`config.mk`:
```
export PLATFORM = sky130hd
export DESIGN_NAME = split_mode_dual_byte_timer_ctrl
export DESIGN_NICKNAME = d
export VERILOG_FILES = /design/src/split_timer_pkg.sv /design/src/byte_down_counter.sv /design/src/split_mode_dual_byte_timer_ctrl.sv
export SDC_FILE = /design/constraint.sdc
export NUM_CORES = 1
export LEC_CHECK = 0
export BUFFER_PORTS_ARGS = -buffer_cell sky130_fd_sc_hd__buf_4
export CAP_MARGIN = 20
export CORE_MARGIN = 2
export CORE_UTILIZATION = 30
export DETAILED_ROUTE_END_ITERATION = 12
export PLACE_DENSITY = 0.48
export SYNTH_ARGS = -nofsm -noshare
export SYNTH_HDL_FRONTEND = slang
export SYNTH_SLANG_ARGS = --single-unit
```
`constraint.sdc`:
```
create_clock -name sys_clk -period 3.2 [get_ports sys_clk]
set_input_delay 0.64 -clock sys_clk [delete_from_list [all_inputs] [get_ports sys_clk]]
set_output_delay 0.64 -clock sys_clk [all_outputs]
set_load 0.005 [all_outputs]
```
`src/split_timer_pkg.sv`:
```
// shared constants and types for the split-mode dual byte timer
package split_timer_pkg;

   // register indices; byte address is four times the index
   localparam logic [5:0] IDX_TIMER_CONTROL = 6'h00;
   localparam logic [5:0] IDX_SPLIT_CONFIG = 6'h03;
   localparam logic [5:0] IDX_COMMAND_CLEAR_VIEW = 6'h04;
   localparam logic [5:0] IDX_COMMAND_SET_VIEW = 6'h05;
   localparam logic [5:0] IDX_INTERRUPT_ENABLE = 6'h0A;
   localparam logic [5:0] IDX_INTERRUPT_FLAGS = 6'h0B;
   localparam logic [5:0] IDX_DEBUG_CONTROL = 6'h0E;
   localparam logic [5:0] IDX_LOW_COUNTER = 6'h20;
   localparam logic [5:0] IDX_HIGH_COUNTER = 6'h21;
   localparam logic [5:0] IDX_LOW_PERIOD = 6'h26;
   localparam logic [5:0] IDX_HIGH_PERIOD = 6'h27;
   localparam logic [5:0] IDX_LOW_COMPARE0 = 6'h28;
   localparam logic [5:0] IDX_COMPARE_STRIDE = 6'h02;

   // field positions
   localparam int BIT_ENABLE = 0;
   localparam int CLKSEL_LSB = 1;
   localparam int BIT_SPLIT_ENABLE = 0;
   localparam int CMD_LSB = 2;
   localparam int TARGET_LSB = 0;
   localparam int BIT_LOW_COMPARE0 = 4;
   localparam int BIT_HIGH_UNDERFLOW = 1;
   localparam int BIT_LOW_UNDERFLOW = 0;
   localparam int BIT_RUN_IN_DEBUG = 0;
   localparam int COMPARE_CHANNELS = 3;

   // implemented bits of the enable and flag registers
   localparam logic [7:0] INTERRUPT_BIT_MASK = 8'h73;

   // values after reset
   localparam logic [7:0] BYTE_RESET = 8'h00;
   localparam logic [7:0] PERIOD_RESET = 8'hFF;
   localparam logic [9:0] PRESCALE_RESET = 10'h000;
   localparam logic [31:0] READ_RESET = 32'h0000_0000;

   typedef enum logic [1:0] {
      CMD_NONE = 2'b00,
      CMD_RESERVED = 2'b01,
      CMD_RESTART = 2'b10,
      CMD_HARD_RESET = 2'b11
   } command_t;

   localparam logic [1:0] TARGET_NONE = 2'b00;
   localparam logic [1:0] TARGET_BOTH = 2'b11;

   typedef enum logic {
      BUS_IDLE = 1'b0,
      BUS_ANSWER = 1'b1
   } bus_state_t;

endpackage : split_timer_pkg

```
`src/byte_down_counter.sv`:
```
// one 8-bit down-counter with period reload and write priority
`timescale 1ns/10ps
module byte_down_counter
   import split_timer_pkg::*;
(
   // clock and reset
   input wire logic sys_clk,
   input wire logic srst,
   // control
   input wire logic tick,
   input wire logic clear,
   input wire logic [7:0] period,
   // software access
   input wire logic wr_en,
   input wire logic [7:0] wr_data,
   // status
   output logic [7:0] count,
   output logic bottom
);

   logic [7:0] count_reg;
   logic [7:0] count_next;

   always_comb begin
      count_next = count_reg;
      if (wr_en) begin
         count_next = wr_data;
      end else if (clear) begin
         count_next = BYTE_RESET;
      end else if (tick) begin
         if (count_reg == BYTE_RESET) begin
            count_next = period;
         end else begin
            count_next = count_reg - 8'h01;
         end
      end
   end

   always_ff @(posedge sys_clk) begin
      if (srst) begin
         count_reg <= BYTE_RESET;
      end else begin
         count_reg <= count_next;
      end
   end

   // underflow counts only if the hardware update really happens
   assign bottom = tick & ~wr_en & ~clear & (count_reg == BYTE_RESET);
   assign count = count_reg;

endmodule : byte_down_counter

```
`src/split_mode_dual_byte_timer_ctrl.sv`:
```
// split-mode dual byte timer: registers, commands, flags, counters
//
// Local design decision: register access over Avalon-MM.
`timescale 1ns/10ps
//
// Contract
// - split enable set runs two independent 8-bit timers, low and high
// - split enable switches to the split register layout
// - clear view write clears target bits written one, others kept
// - set view write sets target bits written one, others kept
// - command field bits 3:2 always read zero in both views
// - command 0 none, 1 reserved, 2 restart, 3 hard reset
// - hard reset ignored while enabled, done only while disabled
// - target 0 none, 1 and 2 reserved, 3 both byte timers
// - interrupt enables: compare 2..0 in bits 6:4, underflows bits 1:0
// - low compare flag n sets when low counter equals compare n
// - flags clear only by software writing one to the bit, or by a hard reset command
// - high underflow flag bit 1 sets at high timer bottom
// - low underflow flag bit 0 sets at low timer bottom
// - run-in-debug 0 halts and ignores events in break, 1 runs on
// - low counter readable and writable at 0x20, resets to zero
// - software counter write beats count, clear or reload
// - period registers at 0x26 and 0x27 hold top, reset all ones
// - three low compare values at 0x28 plus 2n compared every cycle the timer is running
// - high counter readable and writable at 0x21, resets to zero
module split_mode_dual_byte_timer_ctrl
   import split_timer_pkg::*;
(
   // clock and reset
   input wire logic sys_clk,
   input wire logic srst,
   // avalon-mm slave
   input wire logic [7:0] avs_address,
   input wire logic avs_read,
   input wire logic avs_write,
   input wire logic [31:0] avs_writedata,
   input wire logic [3:0] avs_byteenable,
   output logic [31:0] avs_readdata,
   output logic avs_waitrequest,
   // debug
   input wire logic cpu_debug_halted,
   // timer status
   output logic [7:0] low_counter_value,
   output logic [7:0] high_counter_value,
   output logic [4:0] interrupt_request
);

   // true when idx addresses low compare channel ch
   function automatic logic compare_hit(input logic [5:0] idx,
                                        input int ch);
      logic [5:0] target;
      target = IDX_LOW_COMPARE0 + IDX_COMPARE_STRIDE * ch[5:0];
      compare_hit = (idx == target);
   endfunction : compare_hit

   // prescaler mask, divider minus one
   function automatic logic [9:0] prescale_mask(input logic [2:0] sel);
      case (sel)
         3'h0: prescale_mask = 10'h000;
         3'h1: prescale_mask = 10'h001;
         3'h2: prescale_mask = 10'h003;
         3'h3: prescale_mask = 10'h007;
         3'h4: prescale_mask = 10'h00F;
         3'h5: prescale_mask = 10'h03F;
         3'h6: prescale_mask = 10'h0FF;
         default: prescale_mask = 10'h3FF;
      endcase
   endfunction : prescale_mask

   // registers
   bus_state_t bus_state_reg;
   bus_state_t bus_state_next;
   logic [31:0] readdata_reg;
   logic [31:0] readdata_next;
   logic enable_reg;
   logic enable_next;
   logic [2:0] clksel_reg;
   logic [2:0] clksel_next;
   logic split_enable_reg;
   logic split_enable_next;
   logic [1:0] target_reg;
   logic [1:0] target_next;
   logic [7:0] int_enable_reg;
   logic [7:0] int_enable_next;
   logic [7:0] flags_reg;
   logic [7:0] flags_next;
   logic run_in_debug_reg;
   logic run_in_debug_next;
   logic [7:0] low_period_reg;
   logic [7:0] low_period_next;
   logic [7:0] high_period_reg;
   logic [7:0] high_period_next;
   logic [7:0] compare_reg [COMPARE_CHANNELS];
   logic [7:0] compare_next [COMPARE_CHANNELS];
   logic [9:0] prescale_reg;
   logic [9:0] prescale_next;
   logic [4:0] irq_reg;
   logic [4:0] irq_next;

   // decode and timer control
   logic [5:0] idx;
   logic [7:0] wdata;
   logic bus_ack;
   logic wr;
   logic split_map;
   logic running;
   logic tick;
   command_t command;
   logic restart_cmd;
   logic hard_reset_cmd;
   logic [7:0] rd_byte;
   logic [7:0] low_count;
   logic [7:0] high_count;
   logic low_bottom;
   logic high_bottom;
   logic [7:0] flag_set;
   logic [7:0] flag_clear;

   assign idx = avs_address[7:2];
   assign wdata = avs_writedata[7:0];
   assign bus_ack = (bus_state_reg == BUS_ANSWER);
   assign wr = avs_write & bus_ack & avs_byteenable[0];
   assign split_map = split_enable_reg;

   // halted in break unless told to run on
   assign running = enable_reg & split_enable_reg
      & (~cpu_debug_halted | run_in_debug_reg);
   assign tick = running
      & ((prescale_reg & prescale_mask(clksel_reg))
         == prescale_mask(clksel_reg));

   // commands come only from a set-view write
   always_comb begin
      command = CMD_NONE;
      if (wr && split_map && idx == IDX_COMMAND_SET_VIEW) begin
         command = command_t'(wdata[CMD_LSB+1:CMD_LSB]);
      end
   end

   // the new target selection applies to the command in the same write
   assign restart_cmd = (command == CMD_RESTART)
      && (target_next == TARGET_BOTH);
   assign hard_reset_cmd = (command == CMD_HARD_RESET)
      && (target_next == TARGET_BOTH) && !enable_reg;

   // bus handshake: one wait cycle, then the answer
   always_comb begin
      bus_state_next = bus_state_reg;
      case (bus_state_reg)
         BUS_IDLE: begin
            if (avs_read | avs_write) begin
               bus_state_next = BUS_ANSWER;
            end
         end
         BUS_ANSWER: begin
            bus_state_next = BUS_IDLE;
         end
         default: begin
            bus_state_next = BUS_IDLE;
         end
      endcase
   end

   assign avs_waitrequest = (avs_read | avs_write) & ~bus_ack;

   // read mux; unmapped and hidden offsets read zero
   always_comb begin
      rd_byte = BYTE_RESET;
      case (idx)
         IDX_TIMER_CONTROL: begin
            rd_byte[BIT_ENABLE] = enable_reg;
            rd_byte[CLKSEL_LSB+2:CLKSEL_LSB] = clksel_reg;
         end
         IDX_SPLIT_CONFIG: begin
            rd_byte[BIT_SPLIT_ENABLE] = split_enable_reg;
         end
         IDX_DEBUG_CONTROL: begin
            rd_byte[BIT_RUN_IN_DEBUG] = run_in_debug_reg;
         end
         default: begin
            rd_byte = BYTE_RESET;
         end
      endcase
      if (split_map) begin
         case (idx)
            IDX_COMMAND_CLEAR_VIEW, IDX_COMMAND_SET_VIEW: begin
               // command bits are never stored, so they read zero
               rd_byte[TARGET_LSB+1:TARGET_LSB] = target_reg;
            end
            IDX_INTERRUPT_ENABLE: rd_byte = int_enable_reg;
            IDX_INTERRUPT_FLAGS: rd_byte = flags_reg;
            IDX_LOW_COUNTER: rd_byte = low_count;
            IDX_HIGH_COUNTER: rd_byte = high_count;
            IDX_LOW_PERIOD: rd_byte = low_period_reg;
            IDX_HIGH_PERIOD: rd_byte = high_period_reg;
            default: begin
               for (int n = 0; n < COMPARE_CHANNELS; n++) begin
                  if (compare_hit(idx, n)) begin
                     rd_byte = compare_reg[n];
                  end
               end
            end
         endcase
      end
   end

   // readdata captured in the wait cycle, stands at the answer edge
   always_comb begin
      readdata_next = readdata_reg;
      if (avs_read && !bus_ack) begin
         readdata_next = {24'h000000, rd_byte};
      end
   end

   // control and configuration registers
   always_comb begin
      enable_next = enable_reg;
      clksel_next = clksel_reg;
      split_enable_next = split_enable_reg;
      run_in_debug_next = run_in_debug_reg;
      target_next = target_reg;
      int_enable_next = int_enable_reg;
      if (wr) begin
         case (idx)
            IDX_TIMER_CONTROL: begin
               enable_next = wdata[BIT_ENABLE];
               clksel_next = wdata[CLKSEL_LSB+2:CLKSEL_LSB];
            end
            IDX_SPLIT_CONFIG: begin
               split_enable_next = wdata[BIT_SPLIT_ENABLE];
            end
            IDX_DEBUG_CONTROL: begin
               run_in_debug_next = wdata[BIT_RUN_IN_DEBUG];
            end
            default: begin
               enable_next = enable_reg;
            end
         endcase
         if (split_map) begin
            case (idx)
               IDX_COMMAND_CLEAR_VIEW: begin
                  target_next = target_reg
                     & ~wdata[TARGET_LSB+1:TARGET_LSB];
               end
               IDX_COMMAND_SET_VIEW: begin
                  target_next = target_reg
                     | wdata[TARGET_LSB+1:TARGET_LSB];
               end
               IDX_INTERRUPT_ENABLE: begin
                  int_enable_next = wdata & INTERRUPT_BIT_MASK;
               end
               default: begin
                  target_next = target_reg;
               end
            endcase
         end
      end
   end

   // period and compare registers; hard reset returns them to reset
   always_comb begin
      low_period_next = low_period_reg;
      high_period_next = high_period_reg;
      for (int n = 0; n < COMPARE_CHANNELS; n++) begin
         compare_next[n] = compare_reg[n];
      end
      if (hard_reset_cmd) begin
         low_period_next = PERIOD_RESET;
         high_period_next = PERIOD_RESET;
         for (int n = 0; n < COMPARE_CHANNELS; n++) begin
            compare_next[n] = BYTE_RESET;
         end
      end else if (wr && split_map) begin
         if (idx == IDX_LOW_PERIOD) begin
            low_period_next = wdata;
         end
         if (idx == IDX_HIGH_PERIOD) begin
            high_period_next = wdata;
         end
         for (int n = 0; n < COMPARE_CHANNELS; n++) begin
            if (compare_hit(idx, n)) begin
               compare_next[n] = wdata;
            end
         end
      end
   end

   // sticky flags; a new event wins over a clear in the same cycle
   always_comb begin
      flag_set = BYTE_RESET;
      for (int n = 0; n < COMPARE_CHANNELS; n++) begin
         // compared every cycle the timer may count
         flag_set[BIT_LOW_COMPARE0+n] = running
            & (low_count == compare_reg[n]);
      end
      flag_set[BIT_HIGH_UNDERFLOW] = high_bottom;
      flag_set[BIT_LOW_UNDERFLOW] = low_bottom;
      flag_clear = BYTE_RESET;
      if (wr && split_map && idx == IDX_INTERRUPT_FLAGS) begin
         flag_clear = wdata & INTERRUPT_BIT_MASK;
      end
      if (hard_reset_cmd) begin
         flags_next = BYTE_RESET;
      end else begin
         flags_next = ((flags_reg & ~flag_clear) | flag_set)
            & INTERRUPT_BIT_MASK;
      end
      irq_next = {flags_reg[BIT_LOW_COMPARE0+2:BIT_LOW_COMPARE0],
                  flags_reg[BIT_HIGH_UNDERFLOW:BIT_LOW_UNDERFLOW]}
               & {int_enable_reg[BIT_LOW_COMPARE0+2:BIT_LOW_COMPARE0],
                  int_enable_reg[BIT_HIGH_UNDERFLOW:BIT_LOW_UNDERFLOW]};
   end

   // prescaler restarts with a restart command so both timers realign
   always_comb begin
      if (!running || restart_cmd || hard_reset_cmd) begin
         prescale_next = PRESCALE_RESET;
      end else begin
         prescale_next = prescale_reg + 10'h001;
      end
   end

   always_ff @(posedge sys_clk) begin
      if (srst) begin
         bus_state_reg <= BUS_IDLE;
         readdata_reg <= READ_RESET;
         enable_reg <= 1'b0;
         clksel_reg <= 3'h0;
         split_enable_reg <= 1'b0;
         run_in_debug_reg <= 1'b0;
         target_reg <= TARGET_NONE;
         int_enable_reg <= BYTE_RESET;
         flags_reg <= BYTE_RESET;
         low_period_reg <= PERIOD_RESET;
         high_period_reg <= PERIOD_RESET;
         for (int n = 0; n < COMPARE_CHANNELS; n++) begin
            compare_reg[n] <= BYTE_RESET;
         end
         prescale_reg <= PRESCALE_RESET;
         irq_reg <= 5'h00;
      end else begin
         bus_state_reg <= bus_state_next;
         readdata_reg <= readdata_next;
         enable_reg <= enable_next;
         clksel_reg <= clksel_next;
         split_enable_reg <= split_enable_next;
         run_in_debug_reg <= run_in_debug_next;
         target_reg <= target_next;
         int_enable_reg <= int_enable_next;
         flags_reg <= flags_next;
         low_period_reg <= low_period_next;
         high_period_reg <= high_period_next;
         for (int n = 0; n < COMPARE_CHANNELS; n++) begin
            compare_reg[n] <= compare_next[n];
         end
         prescale_reg <= prescale_next;
         irq_reg <= irq_next;
      end
   end

   // the two byte timers share clock, reset, tick, commands and write data; period and write enable are separate
   byte_down_counter low_timer (
      .sys_clk(sys_clk),
      .srst(srst),
      .tick(tick),
      .clear(restart_cmd | hard_reset_cmd),
      .period(low_period_reg),
      .wr_en(wr && split_map && idx == IDX_LOW_COUNTER),
      .wr_data(wdata),
      .count(low_count),
      .bottom(low_bottom)
   );

   byte_down_counter high_timer (
      .sys_clk(sys_clk),
      .srst(srst),
      .tick(tick),
      .clear(restart_cmd | hard_reset_cmd),
      .period(high_period_reg),
      .wr_en(wr && split_map && idx == IDX_HIGH_COUNTER),
      .wr_data(wdata),
      .count(high_count),
      .bottom(high_bottom)
   );

   assign avs_readdata = readdata_reg;
   assign low_counter_value = low_count;
   assign high_counter_value = high_count;
   assign interrupt_request = irq_reg;

endmodule : split_mode_dual_byte_timer_ctrl

```
==> flow_summary.ini, run 1 <==
[sta]
worst_pin_slew_ns = 1.02
period_share_pct = 76.0
fin_setup_tns_ns = 0
relSlewSlack_pct = 32.1
setup_viol = 0
finClkSkew_ns = 0.0130
rsz0062_at_grt = no
drv_slew = 0
layout_min_cycle_time_ns = 2.43
hold_viol_final = 0
timing.fmax_mhz = 411

[drt]
routed_wirelength_microns = 20200
ant_nets = 0
wl_per_cell_microns = 20.4
drt_iter0_drc = 601
drc = 0
viasPerCell = 5.60
firstDrtPassIters = 6
vias = 5544

[clock_network]
cts_tree = done
clk_pin_slew_ns = 0.08
cts_sinks = 98
clk_path_buf_depth = 2
cts_hold_repair.buffers = 0
post_cts_resize_count = 0
clkLatencyLatePin_ns = 0.36
post_cts_buffers = 0
cts_made_buffers = 9
cts_root_buf = clkbuf_16
htree_levels = 3

[global_route]
overflow = 0
grt_util_all_layers_pct = 20.3
antenna_found_initial = 0
grt_max_degree = 30
grt_pass1_wl_microns = 31400
first_global_vias = 5373

[hold_path]
hold_class = register to register
hold_depth = 2
hold_path_end = avs_readdata[7]$_SDFFE_PP0P_
hp-start = avs_readdata[7]$_SDFFE_PP0P_

[setup_path]
worstSetupEndpointType = register
reg2reg_depth = 7
startpoint_type = register
critPathMaxFanout = 8
timing.rr.start = high_timer.count[0]$_SDFFE_PP0P_
arrival_ns = 2.65
worst-setup-path-type = register to register
rrSetupSlack_ns = 0.77
rr_endpoint = high_timer.count[3]$_SDFFE_PP0P_
required_ns = 3.42

[place]
port_buffers = 49
place_area_sq_mm = 0.00625
dp_hpwl_microns = 14400
finalWeightedCongestion = 0.907
dp.cells = 974

[floorplan]
start_util_pct = 30.6
fp.coreArea_sq_mm = 0.0187
row_count = 50
die_h_microns = 142
die-area_sq_mm = 0.0202
ios = 103
die_x_microns = 142

[synth]
synthArstFlopShare_pct = 0
yosysSeqAreaShare_pct = 34.2
synth_ff_type = dfxtp_1
ys_types = 66
ys_warn_count = 0
synth_area_sq_mm = 0.00573
ys_seq_elements = 98
postSynthCellCount = 722
syn_area_per_cell_sq_um = 7.94
synth_edf_count = 0

[finish]
multiInputGateArea_sq_mm = 0.00338
fin_area_sq_mm = 0.00659
final-instance-count-excl-fill = 990
layout-drive-gt1-share_pct = 14.4
seqCellArea_sq_mm = 0.00196
nFillCells = 1947
final_nets = 806
post-route-util_pct = 35.2
largest_reg_flops = 24
n_antenna_cell = 0
area_growth_pct = 14.9

[power_and_ir_drop]
power_density_mw_per_mm2 = 394
ir_drop_v = 0.000213
leakage_nw = 2.62
p_total_w = 0.00260

[run_status]
status = finished, final reports clean

[flow_run]
drv_cap = 0
[placed cells by master, fill, tap and decap left out, types with 4 or more instances in the layout]
| master | n |
|---|---|
| a21oi_1 | 64 |
| a222oi_1 | 8 |
| a22oi_1 | 27 |
| a31oi_1 | 4 |
| and3_1 | 14 |
| buf_4 | 74 |
| clkbuf_16 | 9 |
| conb_1 | 24 |
| dfxtp_1 | 98 |
| ha_1 | 5 |
| inv_1 | 20 |
| mux2_1 | 4 |
| mux2i_1 | 16 |
| nand2_1 | 90 |
| nand2b_1 | 10 |
| nand3_1 | 49 |
| nand4_1 | 11 |
| nor2_1 | 39 |
| nor3_1 | 18 |
| nor3b_1 | 5 |
| nor4_1 | 8 |
| nor4_2 | 4 |
| o211ai_1 | 11 |
| o21a_1 | 5 |
| o21ai_0 | 22 |
| o21ai_1 | 4 |
| o31ai_1 | 16 |
| xnor2_1 | 11 |
| xor2_1 | 27 |
[worst max path at each step]
stage,startpoint,to,slack (ns),depth (start not counted)
3_3_place_gp,avs_write,low_period_reg[6]$_SDFFE_PP1P_,0.54,6
3_5_place_dp,avs_write,low_period_reg[6]$_SDFFE_PP1P_,0.50,6
6_report,high_timer.count[0]$_SDFFE_PP0P_,high_timer.count[3]$_SDFFE_PP0P_,0.77,7
4_1_cts,high_timer.count[0]$_SDFFE_PP0P_,high_timer.count[3]$_SDFFE_PP0P_,0.80,7
5_1_grt,high_timer.count[0]$_SDFFE_PP0P_,high_timer.count[2]$_SDFFE_PP0P_,0.54,7
2_1_floorplan,avs_address[7],avs_readdata[7]$_SDFFE_PP0P_,1.00,7
[synth_stat cells, types with 18 or more instances]
cell / n / area share [%]
inv_1: 20 / 1.3
dfxtp_1: 98 / 34
a21oi_1: 64 / 5.6
o21ai_0: 22 / 1.9
clkbuf_1: 37 / 2.4
nor3_1: 18 / 1.6
xor2_1: 27 / 4.1
nand3_1: 49 / 4.3
a22oi_1: 27 / 3.5
nand2_1: 90 / 5.9
nor2_1: 39 / 2.6
buf_4: 26 / 3.4
[kinds of logic after synthesis]
group	share of synthesized area (%)
AO/OA/AOI/OAI	21.3
XOR/XNOR	5.81
adder cells (fa/ha/maj)	1.09
buffers and inverters	8.62
flip-flops	34.2
multiplexers	4.36
other	0.0654
AND/OR/NAND/NOR	24.5
[metrics by stage]
| stage | hold slack [ns] | worst slack [ns] |
|---|---|---|
| detailed placement | 0.461 | 0.496 |
| floorplan | 0.440 | 1.00 |
| global placement | 0.448 | 0.545 |
| global route | 0.487 | 0.543 |
| finish | 0.466 | 0.769 |
| CTS | 0.472 | 0.805 |
[per-layer routing]
metal  track usage (%)  vias to the layer above  wire length, microns
met5                 0                        -                     0
met4              9.00                        0                   573
met3              3.36                       40                  1510
met2              31.2                      255                  9000
met1              28.0                     2630                  9080
li1                  -                     2619                     -
[power breakdown]
group / switching (W) / total, W / internal (W)
Sequential: 0.00000428 / 0.00123 / 0.00122
Clock: 0.000510 / 0.00122 / 0.000709
Combinational: 0.000105 / 0.000150 / 0.0000451
[layout make-up]
type                    count  share of cell area, %
multi-input cells         549                   51.3
flip-flops and latches     98                   29.8
clock inverters             5                   1.29
clock buffers              10                   3.63
inverters                  20                   1.14
well taps                 234                   4.45
repair buffers             74                   8.43
[worst max-delay path, cell delays in order (launching register included)]
cell      delay [ns]
dfxtp_1         0.42
inv_1           0.14
ha_1            0.23
nor3b_1         0.50
nand2b_1        0.29
mux2_1          0.40
o31ai_1         0.21
a22oi_1         0.12
(Power assumes the default switching activity.)
==> inputs of run 2 (changes only) <==
--- a/config.mk
+++ b/config.mk
@@ -10,7 +10,7 @@
 export CORE_MARGIN = 2
 export CORE_UTILIZATION = 30
 export DETAILED_ROUTE_END_ITERATION = 12
-export PLACE_DENSITY = 0.48
+export PLACE_DENSITY = 0.5
 export SYNTH_ARGS = -nofsm -noshare
 export SYNTH_HDL_FRONTEND = slang
 export SYNTH_SLANG_ARGS = --single-unit
==> constraint.sdc (replaced) <==
create_clock -name sys_clk -period 2.1 [get_ports sys_clk]
set_input_delay 0.42 -clock sys_clk [delete_from_list [all_inputs] [get_ports sys_clk]]
set_output_delay 0.42 -clock sys_clk [all_outputs]
set_load 0.005 [all_outputs]
==> flow_summary.ini, run 2 (same netlist as run 1, synthesis figures left out) <==
[sta]
layout_min_cycle_time_ns = 2.02
rsz0062_at_grt = no
relSlewSlack_pct = 61.7
timing.fmax_mhz = 495
period_share_pct = 96.2
worst_pin_slew_ns = 0.570
hold_viol_final = 0
drv_slew = 0
setup_viol = 0
finClkSkew_ns = 0.0119

[setup_path]
worst-setup-path-type = register to register
timing.rr.start = high_timer.count[2]$_SDFFE_PP0P_
cpPeakStageDelay_ns = 0.57
required_ns = 2.34
rrSetupSlack_ns = 0.08
path_cells = or4_4 -> nand2b_2 -> mux2_1 -> o31ai_1 -> a22oi_1
reg2reg_depth = 5
startpoint_type = register
arrival_ns = 2.26
crit_path_top_delay_cell = or4_4
critPathMaxFanout = 5
rr_endpoint = high_timer.count[3]$_SDFFE_PP0P_
path_buf_inv = 0
crit_family = simple AND/OR/NAND/NOR gates
worstSetupEndpointType = register
path_depth = 5

[power_and_ir_drop]
power_density_mw_per_mm2 = 540
ir_drop_v = 0.000378
p_total_w = 0.00376
leakage_nw = 2.87

[drt]
drt_iter0_drc = 472
routed_wirelength_microns = 20400
vias = 5593
drc = 0
ant_nets = 0
wl_per_cell_microns = 19.6
viasPerCell = 5.38
firstDrtPassIters = 6

[run_status]
status = finished, final reports clean

[hold_path]
hold_class = primary input to register
hold_path_end = bus_ack$_SDFF_PP0_
hp-start = avs_read
hold_depth = 3

[clock_network]
cts_made_buffers = 9
clkLatencyLatePin_ns = 0.36
cts_hold_repair.buffers = 0
cts_tree = done
htree_levels = 3
clk_pin_slew_ns = 0.07
cts_root_buf = clkbuf_16
clk_path_buf_depth = 2
cts_sinks = 98

[finish]
final_common_cell = buf_4
area_growth_pct = 21.3
largest_reg_flops = 24
layout-drive-gt1-share_pct = 19.9
fin_area_sq_mm = 0.00696
n_antenna_cell = 0
final_nets = 855
nFillCells = 1969
post-route-util_pct = 37.2
most-common-layout-cells = buf_4 (120), dfxtp_1 (98), nand2_1 (90), a21oi_1 (64), nand3_1 (49)

[floorplan]
die_h_microns = 142
die-area_sq_mm = 0.0202
die_x_microns = 142
start_util_pct = 30.6
ios = 103
row_count = 50
fp.coreArea_sq_mm = 0.0187

[global_route]
grt_util_all_layers_pct = 20.3
antenna_found_initial = 0
first_global_vias = 5231
overflow = 0
grt_pass1_wl_microns = 31000
grt_max_degree = 30

[place]
dp_hpwl_microns = 15100
finalWeightedCongestion = 0.839
port_buffers = 49
place_area_sq_mm = 0.00665

[flow_run]
drv_cap = 0
run 2: final cells by class:
cell class	count	area (sq um)	share of cell area, %
Multi-Input combinational cell	549	3390	48.8
Sequential cell	98	1960	28.2
Timing Repair Buffer	123	961	13.8
Tap cell	234	293	4.21
Clock buffer	12	246	3.54
Inverter	20	75.1	1.08
Clock inverter	4	26.3	0.378
run 2: metal layers:
metal  vias to the layer above  global-route usage, %  routed length (microns)
li1                       2717                      -                        -
met4                         0                   7.16                      454
met2                       183                   31.1                     9000
met5                         -                      0                        0
met3                        30                   2.76                     1290
met1                      2663                   29.0                     9620
run 2: tightest hold or removal path: cells and delay by family:
kind	cells	cell delay, ns
buffers and inverters	1	0.09
AND/OR/NAND/NOR	2	0.15
run 2: repair_timing:
item,in CTS,in global routing
setup endpoints to repair,0,12
gates resized for setup,0,4
buffers inserted,0,2
run 2: worst max-delay path by stage:
stage                                      from                               end  slack [ns]
2_1_floorplan   low_timer.count[0]$_SDFFE_PP0P_   low_timer.count[2]$_SDFFE_PP0P_        0.02
3_3_place_gp                     avs_address[3]   low_timer.count[0]$_SDFFE_PP0P_       -0.02
3_5_place_dp                     avs_address[3]   low_timer.count[0]$_SDFFE_PP0P_       -0.02
4_1_cts        high_timer.count[2]$_SDFFE_PP0P_  high_timer.count[3]$_SDFFE_PP0P_        0.06
5_1_grt              prescale_reg[6]$_SDFF_PP0_  high_timer.count[5]$_SDFFE_PP0P_        0.03
6_report       high_timer.count[2]$_SDFFE_PP0P_  high_timer.count[3]$_SDFFE_PP0P_        0.08
run 2: report_power, final:
| group | internal (W) | leakage, nW | switching (W) | total (W) |
|---|---|---|---|---|
| clock network | 0.000839 | 0.133 | 0.000785 | 0.00162 |
| logic | 0.0000934 | 1.94 | 0.000168 | 0.000261 |
| registers | 0.00186 | 0.791 | 0.00000700 | 0.00187 |
run 2: through the flow:
step / instances / hold WS [ns] / worst slack (ns) / setup TNS (ns)
global route: 1040 / 0.377 / 0.0310 / 0
floorplan: 745 / 0.440 / 0.0233 / 0
finish: 1040 / 0.356 / 0.0805 / 0
global placement: 1022 / 0.449 / -0.0178 / -0.0543
CTS: 1038 / 0.348 / 0.0555 / 0
detailed placement: 1022 / 0.463 / -0.0209 / -0.0239
==> inputs of run 3 (changes only) <==
--- a/config.mk
+++ b/config.mk
@@ -10,7 +10,9 @@
 export CORE_MARGIN = 2
 export CORE_UTILIZATION = 30
 export DETAILED_ROUTE_END_ITERATION = 12
+export MAX_ROUTING_LAYER = met4
 export PLACE_DENSITY = 0.5
+export REMOVE_ABC_BUFFERS = 1
 export SYNTH_ARGS = -nofsm -noshare
 export SYNTH_HDL_FRONTEND = slang
 export SYNTH_SLANG_ARGS = --single-unit
==> flow_summary.ini, run 3 (same netlist as run 1, synthesis figures left out) <==
[floorplan]
die_h_microns = 142
start_util_pct = 30.6
die_x_microns = 142
fp.coreArea_sq_mm = 0.0187
row_count = 50
die-area_sq_mm = 0.0202
ios = 103

[global_route]
grt_util_all_layers_pct = 22.1
grt_pass1_wl_microns = 32500
antenna_found_initial = 0
first_global_vias = 5304
overflow = 0
grt_max_degree = 30

[power_and_ir_drop]
swShare_pct = 24.2
combPwrFrac_pct = 7.3
leakage_nw = 2.98
ir_drop_v = 0.000363
seq_power_share_pct = 47.8
p_int_w = 0.00296
power_density_mw_per_mm2 = 546
clkPwrFrac_pct = 44.9
p_sw_w = 0.000949

[clock_network]
cts_tree = done
htree_levels = 3
cts_root_buf = clkbuf_16
clkLatencyLatePin_ns = 0.36
cts_sinks = 98
post_cts_buffers = 0
cts_hold_repair.buffers = 0
clk_pin_slew_ns = 0.07
post_cts_resize_count = 0
clk_path_buf_depth = 2
cts_made_buffers = 9

[sta]
worst_pin_slew_ns = 0.545
setup_viol = 0
layout_min_cycle_time_ns = 2.06
rsz0062_at_grt = no
finClkSkew_ns = 0.00901
timing.fmax_mhz = 485
drv_slew = 0
period_share_pct = 98.3
holdWs_ns = 0.321
fin_setup_tns_ns = 0
setup_ws_ns = 0.0364
hold_viol_final = 0
relSlewSlack_pct = 63.6

[place]
finalWeightedCongestion = 0.903
dp_slack_ns = -0.109
port_buffers = 49
dp_hpwl_microns = 15800

[finish]
multiInputGateArea_sq_mm = 0.00340
area_growth_pct = 25.0
largest_reg_flops = 24
most-common-layout-cells = buf_4 (133), dfxtp_1 (98), nand2_1 (90), a21oi_1 (64), nand3_1 (49)
nFillCells = 1957
layout-drive-gt1-share_pct = 21.8
n_antenna_cell = 0
final_nets = 871
final_common_cell = buf_4
post-route-util_pct = 38.3
seqCellArea_sq_mm = 0.00196

[setup_path]
required_ns = 2.32
crit_family = simple AND/OR/NAND/NOR gates
path_cells = or4_4 -> nand2b_4 -> mux2_4 -> o31ai_1 -> a22oi_1
critPathMaxFanout = 6
worstSetupEndpointType = register
startpoint_type = register
crit_path_top_delay_cell = or4_4
path_buf_inv = 0
cpPeakStageDelay_ns = 0.58
arrival_ns = 2.28
worst-setup-path-type = register to register

[hold_path]
hold_class = primary input to register

[drt]
viasPerCell = 5.46
firstDrtPassIters = 5
vias = 5761
drc = 0
routed_wirelength_microns = 21400
drt_iter0_drc = 707
ant_nets = 0
wl_per_cell_microns = 20.2

[run_status]
status = finished, final reports clean

[flow_run]
drv_cap = 0
[run 3: cell types whose count changed in the layout (fill, tap and decap cells not counted), moves of 2 or more]
cell,previous run,this run
buf_12,3,6
buf_4,120,133
clkbuf_1,2,0
clkinv_2,2,0
clkinv_4,0,2
[run 3: cell type report]
class,instances,share of cell area (%)
Multi-Input combinational cell,549,47.5
Sequential cell,98,27.4
Timing Repair Buffer,139,15.6
Tap cell,234,4.08
Clock buffer,11,3.53
Inverter,20,1.05
Clock inverter,5,0.873
[run 3: worst register-to-register path, delay by kind of cell (launching register included)]
kind,cells,cell delay [ns]
and+or+nand+nor,2,0.80
AOI/OAI and AO/OA,2,0.50
muxes,1,0.31
DFF,1,0.31
[run 3: power groups by stage]
stage	Clock, W	Sequential [W]	Combinational, W
detailed placement	0	0.00191	0.000281
global route	0.00186	0.00187	0.000305
floorplan	0	0.00191	0.0000849
global placement	0	0.00191	0.000281
finish	0.00176	0.00187	0.000287
CTS	0.00180	0.00187	0.000282
[run 3: metal layers]
metal | global-route usage, % | part of all wire (%) | up-vias
met5 | - | 0 | -
met4 | 5.05 | 1.1 | 0
met3 | 3.30 | 7.7 | 13
met2 | 32.2 | 44 | 215
met1 | 32.0 | 47 | 2784
li1 | - | - | 2749
[run 3: worst paths after layout]
path                                   start                         endpoint  slack [ns]  depth (start not counted)
max reg2reg  low_timer.count[2]$_SDFFE_PP0P_  low_timer.count[4]$_SDFFE_PP0P_        0.04                          5
min                                     srst   int_enable_reg[4]$_SDFFE_PP0P_        0.32                          2
min reg2reg   int_enable_reg[5]$_SDFFE_PP0P_   int_enable_reg[5]$_SDFFE_PP0P_        0.48                          2
max          low_timer.count[2]$_SDFFE_PP0P_  low_timer.count[4]$_SDFFE_PP0P_        0.04                          5
[run 3: per-stage QoR]
| step | total power, W | std cells | instance area (sq um) |
|---|---|---|---|
| after floorplan | 0.00200 | 667 | 5400 |
| after global placement | 0.00220 | 1040 | 6830 |
| after detailed placement | 0.00219 | 1040 | 6830 |
| after CTS | 0.00395 | 1056 | 7140 |
| after global routing | 0.00404 | 1056 | 7170 |
| final | 0.00391 | 1056 | 7170 |
